File: src/rtl/arr_pkg.sv
/*
 * Shared constants for the converter result readout block: register
 * indices, the byte address width, field positions and reset values.
 * Assumes an AHB-Lite slave with 32-bit data and single word transfers.
 */
//Contract
//Upper byte held until next conversion completes.
//Two low result bits sit in bits 7:6.
//Upper read latches matching low bits coherently.
//Low bits need no reset value.
//Software writes zero to reserved low bits.
//Code equals 1024 times input over reference.
//New start abandons running conversion; start reads busy.
//Completion during upper read: old data first.
`default_nettype none
package arr_pkg;
    // Printed offsets are not all multiples of four, so they are indices.
    localparam logic [11:0] ARR_IDX_UPPER   = 12'hF72;   // Upper result register index.
    localparam logic [11:0] ARR_IDX_LOWER   = 12'hF73;   // Lower result register index.
    localparam logic [11:0] ARR_IDX_CTRL    = 12'hF74;   // Control and status register index.
    localparam int          ARR_AW          = 14;        // Byte address width decoded.
    localparam int          ARR_RES_W       = 10;        // Conversion result width.
    localparam int          ARR_LOW_W       = 2;         // Low result bit count.
    localparam int          ARR_LOW_POS     = 6;         // Position of low bits in lower register.
    localparam int          ARR_CTRL_START  = 0;         // Start and busy bit position.
    localparam int          ARR_CTRL_DONE   = 1;         // Result valid bit position.
    localparam int          ARR_CHAN_POS    = 4;         // Channel field position.
    localparam int          ARR_CHAN_W      = 3;         // Channel field width.
    localparam int          ARR_CONV_CYCLES = 11;        // Cycles of one conversion, one per bit plus one.
    localparam logic [7:0]  ARR_BYTE_ZERO   = 8'h00;     // Reset value of the upper byte.
    localparam logic [1:0]  ARR_HTRANS_NSEQ = 2'h2;      // AHB nonsequential transfer.
    localparam logic [1:0]  ARR_HTRANS_SEQ  = 2'h3;      // AHB sequential transfer.
endpackage
`default_nettype wire

File: src/rtl/arr_adc_result_readout.sv
/*
 * Result holding and readout of the converter, as an AHB-Lite slave.
 * Holds the upper eight result bits, latches the two low bits on each
 * read of the upper register, and offers a start/busy control register.
 * Assumes one AHB master, single word transfers, and an asynchronous
 * comparator output pin that must be synchronised.
 */
`default_nettype none
module arr_adc_result_readout
    import arr_pkg::*;
(
    input  wire logic                  hclk,        // System clock, 200 MHz.
    input  wire logic                  hresetn,     // Asynchronous reset, active low.
    input  wire logic                  hsel,        // Slave select.
    input  wire logic [ARR_AW-1:0]     haddr,       // Byte address.
    input  wire logic [1:0]            htrans,      // Transfer type.
    input  wire logic                  hwrite,      // Write when high.
    input  wire logic [2:0]            hsize,       // Transfer size.
    input  wire logic [31:0]           hwdata,      // Write data.
    input  wire logic                  hready,      // Bus ready in.
    output logic                       hreadyout,   // Slave ready.
    output logic                       hresp,       // Always OKAY.
    output logic [31:0]                hrdata,      // Read data.
    input  wire logic                  cmp_above,   // Comparator pin, asynchronous.
    output logic [ARR_RES_W-1:0]       dac_code,    // Trial code to the DAC.
    output logic [ARR_CHAN_W-1:0]      analog_input_channel // Selected input.
);
    // Byte address of a register from its printed index.
    function automatic logic [ARR_AW-1:0] arr_addr(input logic [11:0] idx);
        arr_addr = {idx, 2'b00};
    endfunction

    logic                   cmp_s;                   // Synchronised comparator.
    logic                   eng_busy;                // Engine running.
    logic                   eng_done;                // Engine completion pulse.
    logic [ARR_RES_W-1:0]   eng_res;                 // Engine result.
    logic                   start_p;                 // Start pulse to the engine.

    // Address phase capture.
    logic                   ph_rd_r, ph_rd_nxt;      // Pending read data phase.
    logic                   ph_wr_r, ph_wr_nxt;      // Pending write data phase.
    logic [ARR_AW-1:0]      ph_a_r, ph_a_nxt;        // Pending address.
    logic [31:0]            rdata_r, rdata_nxt;      // Registered read data.

    // Result state.
    logic [7:0]             upper_r, upper_nxt;      // result_upper_byte.
    logic [1:0]             lowsh_r, lowsh_nxt;      // Low bits of latest conversion.
    logic [1:0]             lower_r, lower_nxt;      // result_lower_pair as latched.
    logic                   valid_r, valid_nxt;      // A conversion has completed.
    logic [ARR_CHAN_W-1:0]  chan_r, chan_nxt;        // Channel select.
    logic                   start_r, start_nxt;      // Start request pulse.

    logic                   acc;                     // Valid address phase.
    logic                   rd_upper;                // Upper register read this phase.

    arr_sync2 u_sync (
        .hclk    (hclk),
        .hresetn (hresetn),
        .d       (cmp_above),
        .q       (cmp_s)
    );

    arr_sar_engine u_eng (
        .hclk      (hclk),
        .hresetn   (hresetn),
        .start     (start_p),
        .cmp_above (cmp_s),
        .trial     (dac_code),
        .busy      (eng_busy),
        .done      (eng_done),
        .result    (eng_res)
    );

    assign start_p              = start_r;
    assign hreadyout            = 1'b1;
    assign hresp                = 1'b0;
    assign hrdata               = rdata_r;
    assign analog_input_channel = chan_r;

    assign acc      = hsel && hready && (htrans == ARR_HTRANS_NSEQ || htrans == ARR_HTRANS_SEQ);
    assign rd_upper = acc && !hwrite && (haddr == arr_addr(ARR_IDX_UPPER));

    // Bus and result update. Read data is formed in the address phase
    // from the current registers, so a same-cycle completion is seen
    // only after the read.
    always_comb begin
        ph_rd_nxt = acc && !hwrite;
        ph_wr_nxt = acc && hwrite;
        ph_a_nxt  = haddr;
        rdata_nxt = rdata_r;
        upper_nxt = upper_r;
        lowsh_nxt = lowsh_r;
        lower_nxt = lower_r;
        valid_nxt = valid_r;
        chan_nxt  = chan_r;
        start_nxt = 1'b0;
        if (acc && !hwrite) begin
            rdata_nxt = 32'h0000_0000;
            if (haddr == arr_addr(ARR_IDX_UPPER)) begin
                rdata_nxt[7:0] = upper_r;
            end else if (haddr == arr_addr(ARR_IDX_LOWER)) begin
                rdata_nxt[ARR_LOW_POS +: ARR_LOW_W] = lower_r;
            end else if (haddr == arr_addr(ARR_IDX_CTRL)) begin
                rdata_nxt[ARR_CTRL_START] = eng_busy || start_r;
                rdata_nxt[ARR_CTRL_DONE]  = valid_r;
                rdata_nxt[ARR_CHAN_POS +: ARR_CHAN_W] = chan_r;
            end
        end
        if (rd_upper) begin
            lower_nxt = lowsh_r;
        end
        // Writes land in the data phase; lower register is read-only so
        // the reserved zeros software sends there have no effect.
        if (ph_wr_r && ph_a_r == arr_addr(ARR_IDX_CTRL)) begin
            chan_nxt  = hwdata[ARR_CHAN_POS +: ARR_CHAN_W];
            start_nxt = hwdata[ARR_CTRL_START];
        end
        if (eng_done) begin
            upper_nxt = eng_res[ARR_RES_W-1 -: 8];
            lowsh_nxt = eng_res[ARR_LOW_W-1:0];
            valid_nxt = 1'b1;
        end
    end

    // Register bus and result state. Low bits take a constant only to
    // keep reset clean; software must not rely on it.
    always_ff @(posedge hclk or negedge hresetn) begin
        if (!hresetn) begin
            ph_rd_r <= 1'b0;
            ph_wr_r <= 1'b0;
            ph_a_r  <= '0;
            rdata_r <= 32'h0000_0000;
            upper_r <= ARR_BYTE_ZERO;
            lowsh_r <= 2'h0;
            lower_r <= 2'h0;
            valid_r <= 1'b0;
            chan_r  <= '0;
            start_r <= 1'b0;
        end else begin
            ph_rd_r <= ph_rd_nxt;
            ph_wr_r <= ph_wr_nxt;
            ph_a_r  <= ph_a_nxt;
            rdata_r <= rdata_nxt;
            upper_r <= upper_nxt;
            lowsh_r <= lowsh_nxt;
            lower_r <= lower_nxt;
            valid_r <= valid_nxt;
            chan_r  <= chan_nxt;
            start_r <= start_nxt;
        end
    end
endmodule
`default_nettype wire

File: src/rtl/arr_sar_engine.sv
/*
 * Successive approximation engine. Compares a trial code against the
 * sampled analog code supplied by the comparator model of the chip.
 * Assumes the comparator answer is on the same clock as hclk.
 */
`default_nettype none
module arr_sar_engine
    import arr_pkg::*;
(
    input  wire logic                 hclk,        // System clock.
    input  wire logic                 hresetn,     // Asynchronous reset, active low.
    input  wire logic                 start,       // One-cycle start pulse.
    input  wire logic                 cmp_above,   // Input at or above trial level.
    output logic [ARR_RES_W-1:0]      trial,       // Trial code driven to the DAC.
    output logic                      busy,        // Conversion running.
    output logic                      done,        // One-cycle completion pulse.
    output logic [ARR_RES_W-1:0]      result       // Completed code.
);
    // Engine states.
    typedef enum logic [0:0] {
        ARR_IDLE = 1'b0,
        ARR_CONV = 1'b1
    } arr_eng_t;

    arr_eng_t               st_r, st_nxt;          // State.
    logic [ARR_RES_W-1:0]   code_r, code_nxt;      // Accumulated code.
    logic [ARR_RES_W-1:0]   bit_r, bit_nxt;        // Bit under test, one-hot.
    logic [ARR_RES_W-1:0]   res_r, res_nxt;        // Held result.
    logic                   done_r, done_nxt;      // Done pulse.

    assign trial  = code_r | bit_r;
    assign busy   = (st_r == ARR_CONV);
    assign done   = done_r;
    assign result = res_r;

    // Next state: a start always restarts from the top bit. The binary
    // search yields code = 1024 * in / ref, saturating at 0 and all ones.
    always_comb begin
        st_nxt   = st_r;
        code_nxt = code_r;
        bit_nxt  = bit_r;
        res_nxt  = res_r;
        done_nxt = 1'b0;
        if (start) begin
            st_nxt   = ARR_CONV;
            code_nxt = '0;
            bit_nxt  = {1'b1, {(ARR_RES_W-1){1'b0}}};
        end else begin
            case (st_r)
                ARR_CONV: begin
                    if (cmp_above) begin
                        code_nxt = code_r | bit_r;
                    end
                    bit_nxt = bit_r >> 1;
                    if (bit_r[0]) begin
                        st_nxt   = ARR_IDLE;
                        res_nxt  = cmp_above ? (code_r | bit_r) : code_r;
                        done_nxt = 1'b1;
                    end
                end
                default: begin
                    st_nxt = ARR_IDLE;
                end
            endcase
        end
    end

    // Register the engine state.
    always_ff @(posedge hclk or negedge hresetn) begin
        if (!hresetn) begin
            st_r   <= ARR_IDLE;
            code_r <= '0;
            bit_r  <= '0;
            res_r  <= '0;
            done_r <= 1'b0;
        end else begin
            st_r   <= st_nxt;
            code_r <= code_nxt;
            bit_r  <= bit_nxt;
            res_r  <= res_nxt;
            done_r <= done_nxt;
        end
    end
endmodule
`default_nettype wire

File: src/rtl/arr_sync2.sv
/*
 * Two flip-flop synchroniser for a single level from outside hclk.
 * Assumes the input may change at any time.
 */
`default_nettype none
module arr_sync2 (
    input  wire logic  hclk,     // System clock.
    input  wire logic  hresetn,  // Asynchronous reset, active low.
    input  wire logic  d,        // Asynchronous input.
    output logic       q         // Synchronised output.
);
    logic meta_r, meta_nxt;      // First stage, read only by the second.
    logic q_r, q_nxt;            // Second stage.

    // Shift the level through both stages.
    always_comb begin
        meta_nxt = d;
        q_nxt    = meta_r;
    end

    // Register both stages.
    always_ff @(posedge hclk or negedge hresetn) begin
        if (!hresetn) begin
            meta_r <= 1'b0;
            q_r    <= 1'b0;
        end else begin
            meta_r <= meta_nxt;
            q_r    <= q_nxt;
        end
    end

    assign q = q_r;
endmodule
`default_nettype wire

File: config.mk
export PLATFORM = sky130hd
export DESIGN_NAME = arr_adc_result_readout
export DESIGN_NICKNAME = d
export VERILOG_FILES = /design/src/rtl/arr_pkg.sv /design/src/rtl/arr_adc_result_readout.sv /design/src/rtl/arr_sar_engine.sv /design/src/rtl/arr_sync2.sv
export SDC_FILE = /design/constraint.sdc
export NUM_CORES = 1
export LEC_CHECK = 0
export ABC_AREA = 0
export BUFFER_PORTS_ARGS = -buffer_cell sky130_fd_sc_hd__buf_2
export CELL_PAD_IN_SITES_DETAIL_PLACEMENT = 1
export CELL_PAD_IN_SITES_GLOBAL_PLACEMENT = 1
export CORE_AREA = 2 2 90 92
export CTS_BUF_LIST = sky130_fd_sc_hd__clkbuf_2 sky130_fd_sc_hd__clkbuf_4 sky130_fd_sc_hd__clkbuf_8
export CTS_CLUSTER_SIZE = 12
export DETAILED_ROUTE_END_ITERATION = 16
export DIE_AREA = 0 0 92 94
export GPL_ROUTABILITY_DRIVEN = 0
export PLACE_DENSITY = 0.91
export SYNTH_ARGS = -nofsm -noshare
export SYNTH_HDL_FRONTEND = slang
export SYNTH_SLANG_ARGS = --single-unit
File: constraint.sdc
create_clock -name hclk -period 2.1 [get_ports hclk]
set_input_delay 0.21 -clock hclk [delete_from_list [all_inputs] [get_ports hclk]]
set_output_delay 0.21 -clock hclk [all_outputs]
set_load 0.01 [all_outputs]
**Word-level counts from Yosys, hierarchy flattened**

Index checks and enable logic that the tools add are counted.

- Equality and inequality tests: 6
- Muxes and demuxes: 21
- Bitwise logic cells: 2
- Reductions and logical operators: 11

Operator list:

| kind | count |
|---|---|
| 14-bit == test (second input constant) | 4 |
| 10-bit two-way mux | 5 |
| 2-bit two-way mux | 5 |
| 10-bit OR | 1 |
| 1-bit two-way mux | 9 |
| 1-bit logical AND | 6 |
| 2-bit == test (second input constant) | 2 |
| 4-bit two-way mux | 1 |
| 3-bit two-way mux | 1 |
| 3-bit AND reduction | 1 |
| 1-bit logical OR | 2 |
| 2-bit nonzero test | 1 |
| 1-bit zero test | 1 |
| 1-bit inverter | 1 |

- Flip-flop bits (word level): 74
- Bits of input ports: 57
- Output and inout bits: 47
- Word-level logic and storage cells: 56

**Depth between registers and ports, before layout**

Gate-level depths: netlist of the first run.

- Word-level depth: 5
- Mapped depth: 5
- Depth with buffers taken out: 4

**Cells and area by module**

Synthesis of the first run repeated with hierarchy kept, for this count alone.

- Cells, all modules: 248
- Area, all modules: 3135.5 um^2

By module, submodules not included:

| module | times used | cells each | area each (um^2) |
|---|---|---|---|
| arr_adc_result_readout | 1 | 133 | 1732.9 |
| arr_sar_engine | 1 | 113 | 1352.5 |
| arr_sync2 | 1 | 2 | 50.0 |

**Worst setup path after synthesis of the first run**

OpenSTA, ideal clock, no wires.

- Kind: in2reg
- From: in haddr[0]
- To: reg lower_r[0]
- Arrival time: 1.853 ns
- Required time: 1.975 ns
- Setup slack: 0.122 ns
- Stages on the path: 4
- Buffers on the path: 0
- Cells stage by stage: or4b_4 -> or4_4 -> nor3_4 -> mux2_2

- Cells in the longest elaborated chain, start to end: 2

Ends and longest elaborated chain:

| what | line | text |
|---|---|---|
| from (decl) | arr_adc_result_readout.sv:15 | `input wire logic [ARR_AW-1:0] haddr,` |
| 14-bit == test | arr_adc_result_readout.sv:81 | `assign rd_upper = acc && !hwrite && (haddr == arr_addr(ARR_IDX_UPPER));` |
| 1-bit logical AND | arr_adc_result_readout.sv:81 |  |
| to (signal assigned) | arr_adc_result_readout.sv:146 | `lower_r <= lower_nxt;` |
| to (decl) | arr_adc_result_readout.sv:48 | `logic [1:0] lower_r, lower_nxt;` |

Every way passes these cells.
A chain may end at the register's enable or synchronous reset.

**Worst setup path in the final report of the first run**

- From: in haddr[1]
- To: reg lower_r[0]

Same word-level chain as after synthesis.

==> impl_metrics.yaml, run 1 <==
final_layout:
  drive_gt1_frac: 0.296
  final_area_mm2: 0.00366
  postLayoutCoreUtil: 0.482
  area_growth_pct: 22.4
  final_cells: 426
  final_nets: 377
  num-fill-cells: 813
  num_antenna_cells: 0
  regArea_mm2: 0.00185
  multi_input_area_um2: 988
global_route:
  grt_util_all_layers: 0.178
  grt_pass1_vias: 2214
  overflow: 0
  grt_max_degree: 75
  antenna_found_initial: 0
  grt_pass1_wl_mm: 11.5
sta:
  skew_ps: 6.13
  rsz0062_at_grt: "false"
  timing.setup.tns_ps: 0
  layout_min_cycle_time_ps: 2010
  post-route-period-util: 0.959
  slew_headroom: 0.638
  maxSlewViolCount: 0
  tightest_slew_ps: 543
  max_freq_ghz: 0.496
  setup_viol: 0
  hold_viol: 0
  setup_slack_ps: 85.8
yosys:
  netlist_area_mm2: 0.00299
  synth_edf_count: 0
  async_flop_share: 1.00
  ys_seq_area_frac: 0.618
  yosysWarnings: 0
  synth_common_cells: "dfrtp_1 (74), buf_4 (26), a21oi_1 (21), nor2_1 (20)"
  yosysMostFrequentCell: "dfrtp_1"
  avgSynthCellArea_um2: 11.8
  ys.flop_type: "dfrtp_1"
  synth_largest_area_cell: "dfrtp_1"
  synth.distinct_cells: 32
  synth_top_cell_area_share: 0.618
  synth_cells: 253
  yosys-top-cells-area: "dfrtp_1 (62%), buf_4 (6.5%), mux2_2 (5.6%), a21oi_1 (3.5%), mux2i_1 (3.3%)"
  ys_ff_latch: 74
placed_design:
  hpwl_mm: 4.51
  portBuffers: 45
  post-place-ws_ps: -77.6
  dpl.cell_count: 396
  place_area_mm2: 0.00327
clocking:
  cts.sinks: 74
  cts_root_buffer: "clkbuf_8"
  clock_latency_ps: 340
  clockBufferDepth: 2
  path_clk_slew_ps: 80
  cts_made_buffers: 9
  cts_tree: "done"
  post_cts_buffers: 0
  cts_max_level: 3
routing:
  first_pass_iters: 4
  route.vias.total: 2049
  drtIter0Drc: 80
  drc: 0
  wl_mm: 6.98
  post_drt_wl_per_cell_um: 16.4
  viasPerCell: 4.81
  postRouteAntennaNets: 0
floorplan:
  io_pins: 104
  initial_core_util: 0.394
  num_rows: 32
  die_h_um: 94
  die_width_um: 92
  core_mm2: 0.00761
  dieArea_mm2: 0.00865
worst_setup_path:
  cp_slowest_cell: "or4_4"
  cp_max_fo: 3
  path_class: "primary input to register"
  cp-start-kind: "primary input"
  max_stage_delay_ps: 570
  r2r-start: "ph_a_r[1]$_DFF_PN0_"
  cp.required_ps: 2330
  crit_arrival_ps: 2240
  path_cells: "dlygate4sd3_1 > buf_2 > nand4b_1 > or4_4 > nor3_4 > mux2_2"
  cp-end-kind: "register"
  crit_start: "haddr[1]"
min_path:
  min_path_type: "primary input to register"
  hold_start: "hwdata[0]"
job:
  max-cap-violations: 0
run_status:
  status: "finished clean"
pwr:
  leakage_nw: 1.88
  powerDensity_mw_per_mm2: 791
  irDropWorstVdd_uv: 388
-- layout by cell type, fill, tap and decap left out, types with 2 or more instances in the layout --
cell type / count
a21o_1: 2
a21oi_1: 21
a22o_1: 3
a22oi_1: 4
and2_1: 2
buf_2: 45
buf_4: 6
bufinv_16: 3
clkbuf_8: 10
conb_1: 26
dfrtp_1: 74
dlygate4sd3_1: 15
inv_1: 4
mux2_2: 15
mux2i_1: 10
nand2_1: 15
nand3_1: 3
nand4b_1: 3
nor2_1: 20
nor2b_1: 2
o21ai_0: 15
or2_2: 11
-- area by class of cell --
| type | count | area share |
|---|---|---|
| repair buffers | 67 | 0.120 |
| multi-input cells | 164 | 0.270 |
| inverters | 4 | 0.00410 |
| flip-flops and latches | 74 | 0.505 |
| well taps | 102 | 0.0348 |
| clock buffers | 10 | 0.0376 |
| clock inverters | 5 | 0.0280 |
-- layer usage --
metal  vias up  global-route usage  wire length (um)
met5         -                   0                 0
met4         0              0.0460                85
met3         9              0.0594               387
met2        66               0.328              3670
met1      1030               0.197              2840
li1        944                   -                 -
-- registers in the layout, indices dropped and copies added (netlist names), 3 cells and up --
name / cells
analog_input_channel: 3
hrdata: 8
ph_a_r: 14
u_eng.bit_r: 10
u_eng.code_r: 10
u_eng.result: 10
upper_r: 8
-- repair_timing --
item	4_1_cts	5_1_grt
hold buffers	15	0
gates resized for setup	0	0
endpoints found under the hold margin	88	0
-- cell families after synthesis --
kind of cell | Yosys count | synth area share
AND/OR/NAND/NOR | 66 | 0.119
buffers and inverters | 39 | 0.0815
AO/OA/AOI/OAI | 47 | 0.0890
multiplexers | 25 | 0.0898
flip-flops | 74 | 0.618
other | 2 | 0.00251
-- critical path, delay by kind of cell --
family | cells | cell delay, ps
buf+inv | 2 | 660
mux | 1 | 360
simple gates | 3 | 1000
-- stage by stage --
step           hold WS, ps  power [mW]
3_3_place_gp           261        1.57
4_1_cts               50.8        2.93
2_1_floorplan        -85.6        1.54
5_1_grt               46.9        3.01
3_5_place_dp           272        1.58
6_report              71.9        2.90
-- final timing paths --
path / to / slack [ps] / depth (start not counted)
worst min-delay path: start_p$_DFF_PN0_ / 70 / 2
max in group asynchronous: u_eng.code_r[2]$_DFFE_PN0N_ / 1350 / 3
worst max register to register: analog_input_channel[1]$_DFFE_PN0P_ / 350 / 5
worst max-delay path: lower_r[0]$_DFFE_PN0P_ / 90 / 6
worst min register to register: u_sync.q$_DFF_PN0_ / 350 / 0
min in group asynchronous: ph_a_r[9]$_DFF_PN0_ / 440 / 3
-- where the power goes --
group | leakage, nW | switching, mW | internal, mW | total, mW
Sequential | 0.997 | 0.00985 | 1.44 | 1.45
Combinational | 0.762 | 0.0777 | 0.0459 | 0.124
Clock | 0.118 | 0.511 | 0.813 | 1.32
No activity file was read; power rests on OpenSTA's default activity.
==> inputs of run 2 (changes only) <==
--- a/config.mk
+++ b/config.mk
@@ -15,7 +15,8 @@
 export DETAILED_ROUTE_END_ITERATION = 16
 export DIE_AREA = 0 0 92 94
 export GPL_ROUTABILITY_DRIVEN = 0
-export PLACE_DENSITY = 0.91
+export PLACE_DENSITY_LB_ADDON = 0.1
+export REMOVE_ABC_BUFFERS = 1
 export SYNTH_ARGS = -nofsm -noshare
 export SYNTH_HDL_FRONTEND = slang
 export SYNTH_SLANG_ARGS = --single-unit
==> impl_metrics.yaml, run 2 (synthesis results as in run 1) <==
clocking:
  clock_latency_ps: 340
  cts_root_buffer: "clkbuf_8"
  path_clk_slew_ps: 70
  cts_resized: 0
  clockBufferDepth: 2
  post_cts_buffers: 0
  cts_tree: "done"
  cts_made_buffers: 9
  cts_max_level: 3
  cts.sinks: 74
final_layout:
  drive_gt1_frac: 0.299
  largest_reg_flops: 14
  final_area_mm2: 0.00363
  layout_commonest_cell: "dfrtp_1"
  multi_input_area_um2: 988
  area_growth_pct: 21.1
  final_cell_mix: "dfrtp_1 (74), buf_2 (45), conb_1 (26), a21oi_1 (21), nor2_1 (20)"
  regArea_mm2: 0.00185
  num-fill-cells: 843
  top_register: "ph_a_r"
  num_antenna_cells: 0
  final_nets: 377
pwr:
  leakage_nw: 1.86
  powerDensity_mw_per_mm2: 756
  irDropWorstVdd_uv: 357
  power.total_mw: 2.74
worst_setup_path:
  rr_endpoint: "analog_input_channel[1]$_DFFE_PN0P_"
  max_stage_delay_ps: 570
  r2r_cells: 5
  cp_max_fo: 3
  cp-end-kind: "register"
  ff2ff_setup_slack_ps: 310
  cp-start-kind: "primary input"
  r2r-start: "ph_a_r[1]$_DFF_PN0_"
  path_class: "primary input to register"
  crit_arrival_ps: 2240
  cp.required_ps: 2330
  cp_slowest_cell: "or4_4"
  path_cells: "dlygate4sd3_1 > buf_2 > nand4b_1 > or4_4 > nor3_4 > mux2_2"
sta:
  setup_viol: 0
  hold_viol: 0
  post-route-period-util: 0.957
  layout_min_cycle_time_ps: 2010
  slew_headroom: 0.631
  rsz0062_at_grt: "false"
  max_freq_ghz: 0.497
  skew_ps: 7.41
  maxSlewViolCount: 0
  tightest_slew_ps: 553
min_path:
  min_path_cells: 1
  worstHoldEndpoint: "ph_a_r[2]$_DFF_PN0_"
  min_path_type: "primary input to register"
  hold_start: "haddr[2]"
placed_design:
  place_area_mm2: 0.00328
  hpwl_mm: 4.08
  portBuffers: 45
routing:
  routed-wl-met2_mm: 3.19
  first_pass_iters: 4
  wl_met1_mm: 2.85
  top_layer_used: "met4"
  route.vias.total: 1981
  wl_mm: 6.39
  drc: 0
  post_drt_wl_per_cell_um: 15.0
  postRouteAntennaNets: 0
  drtIter0Drc: 46
  met3_length_um: 240
  viasPerCell: 4.65
floorplan:
  io_pins: 104
  die_h_um: 94
  dieArea_mm2: 0.00865
  core_mm2: 0.00761
  die_width_um: 92
  num_rows: 32
  initial_core_util: 0.394
global_route:
  grt_pass1_wl_mm: 10.5
  grt_max_degree: 75
  overflow: 0
  grt_util_all_layers: 0.161
  grt_pass1_vias: 2063
  antenna_found_initial: 0
run_status:
  status: "finished clean"
job:
  max-cap-violations: 0
-- run 2: changes by cell type in the layout (fill, tap and decap cells not counted) --
| cell | change |
|---|---|
| clkinv_2 | +2 |
| bufinv_16 | -1 |
| buf_4 | +1 |
| clkbuf_8 | -1 |
| dlygate4sd3_1 | -1 |
-- run 2: final cells by class --
cell class / count / share of cell area
timing repair buffer: 67 / 0.121
clock buffer: 9 / 0.0341
sequential: 74 / 0.511
tap: 102 / 0.0352
inverter: 4 / 0.00414
clock inverter: 6 / 0.0228
multi-input combinational: 164 / 0.273
-- run 2: how the worst max path moves through the flow --
stage / start / to / slack (ps)
2_1_floorplan: haddr[0] / lower_r[0]$_DFFE_PN0P_ / 120
3_3_place_gp: haddr[0] / lower_r[0]$_DFFE_PN0P_ / -30
3_5_place_dp: haddr[0] / lower_r[0]$_DFFE_PN0P_ / -50
4_1_cts: haddr[1] / lower_r[0]$_DFFE_PN0P_ / 110
5_1_grt: haddr[1] / lower_r[0]$_DFFE_PN0P_ / 30
6_report: haddr[1] / lower_r[0]$_DFFE_PN0P_ / 90
-- run 2: power breakdown --
part	switching, mW	total (mW)	leakage [nW]	internal, mW
Combinational	0.0767	0.122	0.763	0.0458
Sequential	0.00827	1.45	0.997	1.44
Clock	0.515	1.17	0.105	0.656
-- run 2: repair_timing --
item | CTS | global route
endpoints found under the setup margin | 0 | 0
hold endpoints to repair | 87 | 0
hold buffers | 14 | 0
-- run 2: per-stage QoR --
step / hold WS [ps] / cells / setup TNS (ps) / util / setup WS [ps]
after global placement: 278 / 397 / -67.1 / 0.431 / -34.1
after global routing: 75.7 / 426 / 0 / 0.477 / 28.9
after detailed placement: 280 / 397 / -93.7 / 0.431 / -49.1
final: 77.0 / 426 / 0 / 0.477 / 89.6
after CTS: 58.6 / 426 / 0 / 0.477 / 115
after floorplan: -85.6 / 242 / 0 / - / 122
-- run 2: routing by layer --
layer | global-route usage | vias to the layer above
met3 | 0.0289 | 9
met5 | 0 | -
met1 | 0.203 | 977
met4 | 0.0784 | 0
li1 | - | 945
met2 | 0.271 | 50
-- run 2: critical path: cells and delay by family --
kind	cells	cell delay [ps]
buffers and inverters	2	690
multiplexers	1	350
AND/OR/NAND/NOR	3	990
==> inputs of run 3 (changes only) <==
--- a/config.mk
+++ b/config.mk
@@ -9,14 +9,15 @@
 export BUFFER_PORTS_ARGS = -buffer_cell sky130_fd_sc_hd__buf_2
 export CELL_PAD_IN_SITES_DETAIL_PLACEMENT = 1
 export CELL_PAD_IN_SITES_GLOBAL_PLACEMENT = 1
-export CORE_AREA = 2 2 90 92
+export CORE_AREA = 2 2 91 93
 export CTS_BUF_LIST = sky130_fd_sc_hd__clkbuf_2 sky130_fd_sc_hd__clkbuf_4 sky130_fd_sc_hd__clkbuf_8
 export CTS_CLUSTER_SIZE = 12
 export DETAILED_ROUTE_END_ITERATION = 16
-export DIE_AREA = 0 0 92 94
+export DIE_AREA = 0 0 93 95
 export GPL_ROUTABILITY_DRIVEN = 0
 export PLACE_DENSITY_LB_ADDON = 0.1
 export REMOVE_ABC_BUFFERS = 1
 export SYNTH_ARGS = -nofsm -noshare
 export SYNTH_HDL_FRONTEND = slang
+export SYNTH_HIERARCHICAL = 1
 export SYNTH_SLANG_ARGS = --single-unit
==> constraint.sdc (replaced) <==
create_clock -name hclk -period 2.1 [get_ports hclk]
set_input_delay 0.21 -clock hclk [delete_from_list [all_inputs] [get_ports hclk]]
set_output_delay 0.21 -clock hclk [all_outputs]
set_load 0.005 [all_outputs]
==> impl_metrics.yaml, run 3 <==
run_status:
  status: "finished clean"
final_layout:
  area_growth_pct: 17.8
  top_register: "ph_a_r"
  final_cell_mix: "dfrtp_1 (74), buf_2 (45), conb_1 (26), mux2i_1 (20), inv_1 (13)"
  final_cells: 421
  layout_commonest_cell: "dfrtp_1"
  num_antenna_cells: 0
  drive_gt1_frac: 0.291
  final_nets: 368
  largest_reg_flops: 14
yosys:
  yosys-top-cells-area: "dfrtp_1 (59%), mux2i_1 (6.4%), buf_4 (6.2%), mux2_2 (4.3%), a22o_1 (3.4%)"
  synth_edf_count: 0
  synth.distinct_cells: 43
  synth_top_cell_area_share: 0.591
  synth_largest_area_cell: "dfrtp_1"
  async_flop_share: 1.00
  ys.flop_type: "dfrtp_1"
  avgSynthCellArea_um2: 12.6
  yosysMostFrequentCell: "dfrtp_1"
  ys_ff_latch: 74
  ys_seq_area_frac: 0.591
  yosysWarnings: 6
  synth_cells: 248
  synth_common_cells: "dfrtp_1 (74), buf_4 (26), mux2i_1 (20), inv_1 (13)"
  netlist_area_mm2: 0.00314
global_route:
  grt_pass1_wl_mm: 10.1
  grt_max_degree: 75
  grt_util_all_layers: 0.150
  grt_pass1_vias: 2028
  overflow: 0
  antenna_found_initial: 0
clocking:
  cts_tree: "done"
  post_cts_buffers: 0
  clockBufferDepth: 2
  cts_max_level: 3
  cts_root_buffer: "clkbuf_8"
  clock_latency_ps: 350
  hold_buffers: 10
  cts.sinks: 74
  cts_made_buffers: 9
  cts_resized: 0
  path_clk_slew_ps: 70
routing:
  postRouteAntennaNets: 0
  drtIter0Drc: 53
  post_drt_wl_per_cell_um: 14.7
  wl_mm: 6.19
  route.vias.total: 1952
  first_pass_iters: 3
  drc: 0
  viasPerCell: 4.64
worst_setup_path:
  crit_arrival_ps: 1970
  cp.required_ps: 2330
  cp-end-kind: "register"
  path_class: "primary input to register"
  cp-start-kind: "primary input"
  cp_max_fo: 7
job:
  max-cap-violations: 0
pwr:
  powerDensity_mw_per_mm2: 712
  irDropWorstVdd_uv: 330
  leakage_nw: 1.88
floorplan:
  core_mm2: 0.00793
  die_width_um: 93
  die_h_um: 95
  io_pins: 104
  initial_core_util: 0.396
  num_rows: 33
  dieArea_mm2: 0.00884
sta:
  skew_ps: 15.0
  max_freq_ghz: 0.575
  timing.setup.tns_ps: 0
  maxSlewViolCount: 0
  setup_viol: 0
  post-route-period-util: 0.828
  layout_min_cycle_time_ps: 1740
  hold_viol: 0
  rsz0062_at_grt: "false"
placed_design:
  portBuffers: 45
  hpwl_mm: 4.25
  dpl.cell_count: 394
min_path:
  min_path_type: "primary input to register"
-- run 3: changes by cell type in the layout (fill, tap and decap cells not counted), moves of 3 or more --
cell | before | now
o21ai_0 | 15 | 2
a21oi_1 | 21 | 10
mux2i_1 | 10 | 20
or2_1 | 0 | 10
or2_2 | 11 | 1
a22o_1 | 3 | 12
inv_1 | 4 | 13
nor2_1 | 20 | 11
nand2_1 | 15 | 10
a22oi_1 | 4 | 0
a21o_2 | 0 | 3
dlygate4sd3_1 | 14 | 11
mux2_2 | 15 | 12
-- run 3: area by class of cell --
class / instances / area [um2]
clock inverters: 7 / 70.1
clock buffers: 9 / 124
inverters: 14 / 52.6
well taps: 105 / 131
multi-input cells: 149 / 1060
fillers: 884 / 4230
flip-flops and latches: 74 / 1850
repair buffers: 63 / 400
-- run 3: logic make-up (layout without fill, tap and decap cells) --
kind of cell / after synthesis / after routing / synth area share
muxes: 34 / 34 / 0.117
AOI/OAI and AO/OA: 37 / 37 / 0.0858
DFF: 74 / 74 / 0.591
buffers and inverters: 49 / 93 / 0.0986
and+or+nand+nor: 52 / 52 / 0.106
other: 2 / 26 / 0.00240
-- run 3: worst max-delay path: stages --
cell           delay [ps]
dlygate4sd3_1         530
buf_2                 140
nor4b_4               300
nand3_4               170
nor3_4                290
mux2_4                320
-- run 3: stage by stage --
step / util / setup slack, ps / hold slack (ps) / total power, mW / instance area, um2
2_1_floorplan: - / 455 / -85.6 / 1.50 / 2970
3_3_place_gp: 0.428 / 328 / 276 / 1.57 / 3390
3_5_place_dp: 0.428 / 315 / 272 / 1.57 / 3390
4_1_cts: 0.465 / 315 / 4.05 / 2.66 / 3680
5_1_grt: 0.466 / 205 / 6.31 / 2.75 / 3690
6_report: 0.466 / 360 / 15.1 / 2.63 / 3690
-- run 3: power by group --
part,internal (mW),switching [mW]
clock,0.546,0.531
combinational,0.0427,0.0678
sequential,1.44,0.00467
-- run 3: final timing paths --
path                                              start                             endpoint  slack (ps)  cells past startpoint
worst min register to register  u_sync/meta_r$_DFF_PN0_                   u_sync/q$_DFF_PN0_         350                      0
worst max register to register      ph_a_r[1]$_DFF_PN0_  analog_input_channel[2]$_DFFE_PN0P_         360                      4
min in group asynchronous                       hresetn                 ph_a_r[13]$_DFF_PN0_         410                      3
max in group asynchronous                       hresetn           u_eng/bit_r[2]$_DFFE_PN0P_        1360                      3
worst max-delay path                           haddr[0]               lower_r[0]$_DFFE_PN0P_         360                      6
worst min-delay path                           haddr[4]                  ph_a_r[4]$_DFF_PN0_          20                      1
-- run 3: metal layers --
layer / global-route usage / part of all wire / vias up
li1: - / - / 917
met1: 0.186 / 0.44 / 984
met2: 0.252 / 0.51 / 45
met3: 0.0343 / 0.037 / 6
met4: 0.0625 / 0.012 / 0
met5: 0 / 0 / -
